## config.mk

```make
export PLATFORM = sky130hd
export DESIGN_NAME = nv_special_command_and_pause
export DESIGN_NICKNAME = d
export VERILOG_FILES = /design/src/core/nv_cmd_pkg.sv /design/src/core/nv_special_command_and_pause.sv
export SDC_FILE = /design/constraint.sdc
export NUM_CORES = 1
export LEC_CHECK = 0
export ABC_CLOCK_PERIOD_IN_PS = 2160
export BUFFER_PORTS_ARGS = -buffer_cell sky130_fd_sc_hd__buf_2
export CORE_UTILIZATION = 45
export CTS_BUF_LIST = sky130_fd_sc_hd__clkbuf_4
export CTS_CLUSTER_DIAMETER = 100
export DETAILED_ROUTE_END_ITERATION = 7
export SYNTH_ARGS = -nofsm -noshare
export SYNTH_HDL_FRONTEND = slang
export SYNTH_SLANG_ARGS = --single-unit
```

## constraint.sdc

```tcl
create_clock -name CLK -period 2.16 [get_ports CLK]
set_input_delay 0.216 -clock CLK [delete_from_list [all_inputs] [get_ports CLK]]
set_output_delay 0.216 -clock CLK [all_outputs]
set_load 0.05 [all_outputs]
```

## src/core/nv_cmd_pkg.sv

```systemverilog
`default_nettype none

package nv_cmd_pkg;

    // =====================================================
    // Opcodes
    localparam logic [7:0] OP_SAVE = 8'h3C;
    localparam logic [7:0] OP_RESTORE = 8'h60;
    localparam logic [7:0] OP_AUTO_ON = 8'h59;
    localparam logic [7:0] OP_AUTO_OFF = 8'h19;
    // Write-latch set opcode is not fixed here; plain default
    localparam logic [7:0] OP_SET_LATCH_DEF = 8'h06;

    // =====================================================
    // Framing and reset values
    localparam int OPCODE_BITS = 8;
    localparam logic [3:0] BITS_FULL = 4'h8;
    localparam logic [3:0] BITS_OVER = 4'h9;
    localparam logic LATCH_RST = 1'b0;
    localparam logic AUTO_RST_ON = 1'b1;

    // =====================================================
    // Timing: sequence processing time, least time, rounded up
    localparam int CLK_PERIOD_NS = 20;
    localparam int SEQ_TIME_NS = 500;
    localparam int SEQ_CYCLES = (SEQ_TIME_NS + CLK_PERIOD_NS - 1) / CLK_PERIOD_NS;

    // =====================================================
    // Serial link states
    typedef enum logic [2:0] {
        ST_IDLE = 3'b001,
        ST_SHIFT = 3'b010,
        ST_PAUSE = 3'b100
    } link_state_t;

endpackage

`default_nettype wire

```

## src/core/nv_special_command_and_pause.sv

```systemverilog
// Function
// - Opcode 3C starts a full save, opcode 60 starts a restore.
// - Opcode 59 turns power-loss save on; volatile setting.
// - Opcode 19 turns power-loss save off; volatile setting.
// - Save runs every time, whether or not data changed.
// - Save runs only with the write latch set.
// - Write latch clears on the select rise ending a save.
// - Restore needs latch set; latch clears on the following select rise.
// - Auto-save on/off need latch set; latch clears on select rise.
// - Variants with power-loss save start with it enabled.
// - Variant without it: on/off only make the device busy.
// - Pause input low while selected freezes the sequence state.
// - Pause entered only while serial clock is low.
// - While paused, serial input ignored, serial output released.
// - Resume while serial clock low; clock toggles do not advance.
// - Latch-set opcode sets the write latch; latch resets to zero.
// - Latch clear: special opcodes ignored, standby at select rise.
// - No new save or restore accepted while one is running.
`timescale 1ns/1ps
`default_nettype none

module nv_special_command_and_pause
    import nv_cmd_pkg::*;
#(
    parameter bit HAS_AUTO_SAVE = 1'b1,
    parameter logic [7:0] OP_SET_LATCH = OP_SET_LATCH_DEF,
    parameter int BUSY_CYCLES = SEQ_CYCLES
) (
    // Clock and reset
    input wire logic CLK,
    input wire logic RSTN,
    // Serial pins
    input wire logic SCK,
    input wire logic CS_N,
    input wire logic SI,
    input wire logic HOLD_N,
    output logic SO_O,
    output logic SO_OE_N,
    // Nonvolatile control and status
    output logic SAVE_REQ,
    output logic RESTORE_REQ,
    output logic NV_BUSY,
    output logic POWER_LOSS_SAVE_EN,
    output logic WRITE_LATCH
);

    // Busy counter is 16 bits; busy must stand at least two cycles
    if (BUSY_CYCLES < 2 || BUSY_CYCLES > 65535) begin : g_busy_check
        $error("BUSY_CYCLES out of range");
    end

    // =====================================================
    // Reset release
    logic rst_s1_reg;
    logic rst_n;

    always_ff @(posedge CLK or negedge RSTN) begin
        if (!RSTN) begin
            rst_s1_reg <= 1'b0;
            rst_n <= 1'b0;
        end else begin
            rst_s1_reg <= 1'b1;
            rst_n <= rst_s1_reg;
        end
    end

    // =====================================================
    // Pin synchronisers; stage one feeds stage two only
    logic [3:0] pin_s1_reg;
    logic [3:0] pin_s2_reg;
    logic sck_prev_reg;
    logic cs_prev_reg;
    logic sck_s;
    logic cs_n_s;
    logic si_s;
    logic hold_n_s;

    always_ff @(posedge CLK or negedge rst_n) begin
        if (!rst_n) begin
            pin_s1_reg <= 4'hB;
            pin_s2_reg <= 4'hB;
            sck_prev_reg <= 1'b1;
            cs_prev_reg <= 1'b1;
        end else begin
            pin_s1_reg <= {HOLD_N, SI, CS_N, SCK};
            pin_s2_reg <= pin_s1_reg;
            sck_prev_reg <= pin_s2_reg[0];
            cs_prev_reg <= pin_s2_reg[1];
        end
    end

    assign sck_s = pin_s2_reg[0];
    assign cs_n_s = pin_s2_reg[1];
    assign si_s = pin_s2_reg[2];
    assign hold_n_s = pin_s2_reg[3];

    logic sck_rise;
    logic cs_fall;
    logic cs_rise;

    assign sck_rise = sck_s && !sck_prev_reg;
    assign cs_fall = !cs_n_s && cs_prev_reg;
    assign cs_rise = cs_n_s && !cs_prev_reg;

    // =====================================================
    // Link state: idle, shift, pause
    link_state_t state_reg;

    always_ff @(posedge CLK or negedge rst_n) begin
        if (!rst_n) begin
            state_reg <= ST_IDLE;
        end else begin
            case (state_reg)
                ST_IDLE: begin
                    if (cs_fall) begin
                        state_reg <= ST_SHIFT;
                    end
                end
                ST_SHIFT: begin
                    if (cs_n_s) begin
                        state_reg <= ST_IDLE;
                    end else if (!hold_n_s && !sck_s) begin
                        state_reg <= ST_PAUSE;
                    end
                end
                ST_PAUSE: begin
                    if (cs_n_s) begin
                        state_reg <= ST_IDLE;
                    end else if (hold_n_s && !sck_s) begin
                        state_reg <= ST_SHIFT;
                    end
                end
                default: state_reg <= ST_IDLE;
            endcase
        end
    end

    // =====================================================
    // Opcode shifter; count saturates past eight
    logic [7:0] shift_reg;
    logic [3:0] count_reg;
    logic shifting;

    assign shifting = (state_reg == ST_SHIFT) && !cs_n_s && sck_rise;

    always_ff @(posedge CLK or negedge rst_n) begin
        if (!rst_n) begin
            shift_reg <= 8'h00;
            count_reg <= 4'h0;
        end else if (cs_fall) begin
            count_reg <= 4'h0;
        end else if (shifting) begin
            shift_reg <= {shift_reg[6:0], si_s};
            if (count_reg != BITS_OVER) begin
                count_reg <= count_reg + 4'h1;
            end
        end
    end

    // =====================================================
    // Decode at select rise
    logic frame_end;
    logic frame_ok;
    logic is_special;
    logic do_special;

    assign frame_end = cs_rise && (state_reg != ST_IDLE);
    assign frame_ok = frame_end && (count_reg == BITS_FULL);
    assign is_special = (shift_reg == OP_SAVE) || (shift_reg == OP_RESTORE)
        || (shift_reg == OP_AUTO_ON) || (shift_reg == OP_AUTO_OFF);
    // A special opcode while a cycle runs is dropped and keeps the latch
    assign do_special = frame_ok && is_special && WRITE_LATCH && !NV_BUSY;

    always_ff @(posedge CLK or negedge rst_n) begin
        if (!rst_n) begin
            WRITE_LATCH <= LATCH_RST;
        end else if (do_special) begin
            WRITE_LATCH <= 1'b0;
        end else if (frame_ok && shift_reg == OP_SET_LATCH) begin
            WRITE_LATCH <= 1'b1;
        end
    end

    always_ff @(posedge CLK or negedge rst_n) begin
        if (!rst_n) begin
            POWER_LOSS_SAVE_EN <= AUTO_RST_ON;
        end else if (!HAS_AUTO_SAVE) begin
            POWER_LOSS_SAVE_EN <= 1'b0;
        end else if (do_special && shift_reg == OP_AUTO_ON) begin
            POWER_LOSS_SAVE_EN <= 1'b1;
        end else if (do_special && shift_reg == OP_AUTO_OFF) begin
            POWER_LOSS_SAVE_EN <= 1'b0;
        end
    end

    always_ff @(posedge CLK or negedge rst_n) begin
        if (!rst_n) begin
            SAVE_REQ <= 1'b0;
            RESTORE_REQ <= 1'b0;
        end else begin
            SAVE_REQ <= do_special && (shift_reg == OP_SAVE);
            RESTORE_REQ <= do_special && (shift_reg == OP_RESTORE);
        end
    end

    // =====================================================
    // Busy window for every accepted special opcode
    logic [15:0] busy_cnt_reg;

    always_ff @(posedge CLK or negedge rst_n) begin
        if (!rst_n) begin
            busy_cnt_reg <= 16'h0000;
        end else if (do_special) begin
            busy_cnt_reg <= 16'(BUSY_CYCLES);
        end else if (busy_cnt_reg != 16'h0000) begin
            busy_cnt_reg <= busy_cnt_reg - 16'h0001;
        end
    end

    assign NV_BUSY = (busy_cnt_reg != 16'h0000);

    // =====================================================
    // Serial output: driven low while selected, released when paused
    always_ff @(posedge CLK or negedge rst_n) begin
        if (!rst_n) begin
            SO_O <= 1'b0;
            SO_OE_N <= 1'b1;
        end else begin
            SO_O <= 1'b0;
            SO_OE_N <= (state_reg != ST_SHIFT) || cs_n_s;
        end
    end

    // =====================================================
    // Checks
    a_save_pulse: assert property (@(posedge CLK) disable iff (!rst_n)
        frame_ok && shift_reg == OP_SAVE && WRITE_LATCH && !NV_BUSY |=> SAVE_REQ)
        else $error("save not issued");
    a_save_needs_latch: assert property (@(posedge CLK) disable iff (!rst_n)
        SAVE_REQ |-> $past(WRITE_LATCH) && !WRITE_LATCH)
        else $error("save without latch");
    a_restore_latch: assert property (@(posedge CLK) disable iff (!rst_n)
        RESTORE_REQ |-> $past(WRITE_LATCH) && $past(cs_rise))
        else $error("restore without latch");
    a_latch_clear: assert property (@(posedge CLK) disable iff (!rst_n)
        do_special |=> !WRITE_LATCH ##0 NV_BUSY)
        else $error("latch not cleared");
    a_no_latch_ignore: assert property (@(posedge CLK) disable iff (!rst_n)
        frame_ok && is_special && !WRITE_LATCH |=> !SAVE_REQ && !RESTORE_REQ
        && $stable(POWER_LOSS_SAVE_EN))
        else $error("special acted without latch");
    a_bad_count: assert property (@(posedge CLK) disable iff (!rst_n)
        frame_end && count_reg != BITS_FULL |=> $stable(WRITE_LATCH) && !SAVE_REQ)
        else $error("partial opcode acted");
    a_auto_on: assert property (@(posedge CLK) disable iff (!rst_n)
        do_special && shift_reg == OP_AUTO_ON |=> POWER_LOSS_SAVE_EN == HAS_AUTO_SAVE)
        else $error("auto save not enabled");
    a_auto_off: assert property (@(posedge CLK) disable iff (!rst_n)
        do_special && shift_reg == OP_AUTO_OFF |=> !POWER_LOSS_SAVE_EN)
        else $error("auto save not disabled");
    a_pause_freeze: assert property (@(posedge CLK) disable iff (!rst_n)
        state_reg == ST_PAUSE && !cs_n_s |=> $stable(count_reg) && $stable(shift_reg))
        else $error("shift moved while paused");
    a_pause_release: assert property (@(posedge CLK) disable iff (!rst_n)
        state_reg == ST_PAUSE |=> SO_OE_N)
        else $error("output driven while paused");
    a_pause_entry: assert property (@(posedge CLK) disable iff (!rst_n)
        state_reg == ST_SHIFT ##1 state_reg == ST_PAUSE |-> !$past(sck_s))
        else $error("pause entered with clock high");
    a_busy_len: assert property (@(posedge CLK) disable iff (!rst_n)
        do_special |=> NV_BUSY [*2])
        else $error("busy too short");

    c_save: cover property (@(posedge CLK) disable iff (!rst_n) SAVE_REQ);
    c_restore: cover property (@(posedge CLK) disable iff (!rst_n) RESTORE_REQ);
    c_auto_off: cover property (@(posedge CLK) disable iff (!rst_n)
        $fell(POWER_LOSS_SAVE_EN));
    c_pause: cover property (@(posedge CLK) disable iff (!rst_n)
        state_reg == ST_PAUSE ##1 state_reg == ST_SHIFT);

endmodule

`default_nettype wire

```

==> run metrics <==
largest net degree at the start of global routing 47; ant diodes 0; total routed wirelength 3.93 mm; via count 1515; sequential share of power 0.649; Combinational Power Share 0.056; worst reg-to-reg setup slack 0.03 ns; CTS buffer count 5; first-pass GRT wire length 6.93 mm; Post-synth EDFFs 0; post-DP HPWL 2.67 mm; Reg clk slew, reported paths 0.13 ns; minimum clock period 2.31 ns; drt first pass iters 4; number of DRC markers in iteration 0 52; Synth area leaders dfrtp_1, dfstp_2, mux2_2; Synth cell types 44; share of cells above drive strength 1 0.386; post-synth top area share 0.434; Final Cycle Share 1.07; Vias/cell 5.51; WHS 0.175 ns; yosys warns 0; outcome finished with violations; Final Setup Violations 1; final hold violations 0; share of total power in the clock network 0.295; routed len/inst 14.3 um; worst-path fanout max 2; failing checks setup timing; Initial Util 0.480; core area 4440 um^2; max-cap viol count 0; final core utilization 0.588; Syn-to-layout area delta 22.5%; number of remaining DRC errors 0; root buffer cell clkbuf_4; Peak VDD IR 341 uV; Largest register FFs 16; die width 70.9 um; switching share of power 0.229; GRT Residual Overflow 0; Avg Synthesized Cell Area 11.8 um^2; setup slack after placement -0.0407 ns; asr flop ratio synth 1.00; max frequency 433 MHz; startpoint types flip-flop; Post-Synthesis Cells 181; synthesized net count 192; Yosys reg bits 48; NetSw 331 uW; Total GRT Usage 0.177; Final Skew 0.0143 ns; fillers 372; Synth area leader dfrtp_1; Routed Antenna Nets 0; I/O Buffers 11; Die Y 70.9 um; Internal Power 1.11 mW; row cnt 24; global placer's final weighted congestion 0.769; Post-DP Area 2390 um^2; Pwr Density 552 nW/um^2; Main synth FF type dfrtp_1; die footprint 5020 um^2; FF/Latch Area 1220 um^2; io pins 13; RSZ-0062 raised after global routing yes; Final Cell Area 2610 um^2; Crit path arrival time 2.09 ns; Layout Nets 233; initial antenna violation count 0; Hold/Removal Path Class input port to async pin; vias in the first global route 1522; Cell Area, Synth 2130 um^2; CP Class flip-flop to primary output; max-slew violations 0; crit end category primary output; sequential share of the synthesized area 0.569; H-tree levels 2; commonest cells in the netlist dfrtp_1, nor2_1, dfstp_2; area occupied by multi-input gates 923 um^2; Worst-Skew Late Latency 0.36 ns; Data required, critical path 1.94 ns; Max clock buf depth 2; fin worst setup slack -0.149 ns; clk sinks 48; Final Power 1.44 mW; CTS tree yes; leakage power 1.30 nW; count leader, synth dfrtp_1
path summary, 6_finish.rpt:
| check | start | end | cells past startpoint |
|---|---|---|---|
| worst max-delay path | busy_cnt_reg[10] | NV_BUSY | 6 |
| worst min-delay path | RSTN | rst_n | 2 |
| worst max register to register | busy_cnt_reg[10] | POWER_LOSS_SAVE_EN | 7 |
| worst min register to register | rst_n | busy_cnt_reg[0] | 1 |
| max in group asynchronous | rst_n | state_reg[0] | 1 |
| min in group CLK | pin_s1_reg[1] | pin_s2_reg[1] | 0 |
through the flow:
stage               setup TNS (ns)  instances
finish                      -0.149        275
global route                -0.328        275
CTS                         -0.196        273
detailed placement         -0.0407        255
global placement                 0        255
floorplan                        0        181
routing by layer:
metal / up-vias / global-route usage / wire (um)
met1: 776 / 0.216 / 1770
met4: 0 / 0.0622 / 68
met5: - / 0 / 0
met3: 8 / 0.0427 / 100
met2: 19 / 0.306 / 2000
li1: 712 / - / -
area by class of cell:
| cell class | instances | area share |
|---|---|---|
| clock buffer | 7 | 0.0201 |
| sequential | 48 | 0.465 |
| multi-input combinational | 120 | 0.353 |
| inverter | 8 | 0.0134 |
| clock inverter | 1 | 0.00191 |
| tap | 52 | 0.0249 |
| timing repair buffer | 39 | 0.121 |
timing repair:
item / in CTS / in global routing
endpoints found under the setup margin: 4 / 8
hold endpoints to repair: 6 / 0
hold buffers: 5 / 0
setup buffers: 5 / 2
pin swaps: 4 / 4
resized for setup: 8 / 6
power groups by stage:
stage	sequential, mW	clock (mW)	combinational (mW)
CTS	0.937	0.440	0.0821
global placement	0.951	0	0.0717
detailed placement	0.953	0	0.0752
floorplan	0.961	0	0.0409
global route	0.939	0.472	0.0914
finish	0.937	0.425	0.0811
cells by family after synthesis:
group | Yosys count | synth area share
and+or+nand+nor | 68 | 0.189
DFF | 48 | 0.569
AOI/OAI and AO/OA | 21 | 0.0674
muxes | 13 | 0.0668
buffers and inverters | 13 | 0.0299
xor gates and xnor gates | 11 | 0.0451
adders and majority gates | 5 | 0.0293
other | 2 | 0.00352
critical path, cell delays in order, from the launching register on:
cell	delay [ns]
dfrtp_1	0.40
or4_4	0.56
nor4b_4	0.24
and3_4	0.25
inv_6	0.03
buf_6	0.11
buf_8	0.14
placed cells by master (no fill, tap or decap), drive strengths merged, types with 3 or more instances in the layout:
cell type and n:
a21oi 6, and3 3, buf 34, clkbuf 7
dfrtp 37, dfstp 11, dlygate4sd3 5, ha 5
inv 8, mux2 10, mux2i 3, nand2 5
nand3 4, nor2 19, nor2b 4, nor3 10
nor4 4, nor4b 3, o21ai 5, or3 3
or3b 4, xor2 9
Power figures use the tool's default switching activity.
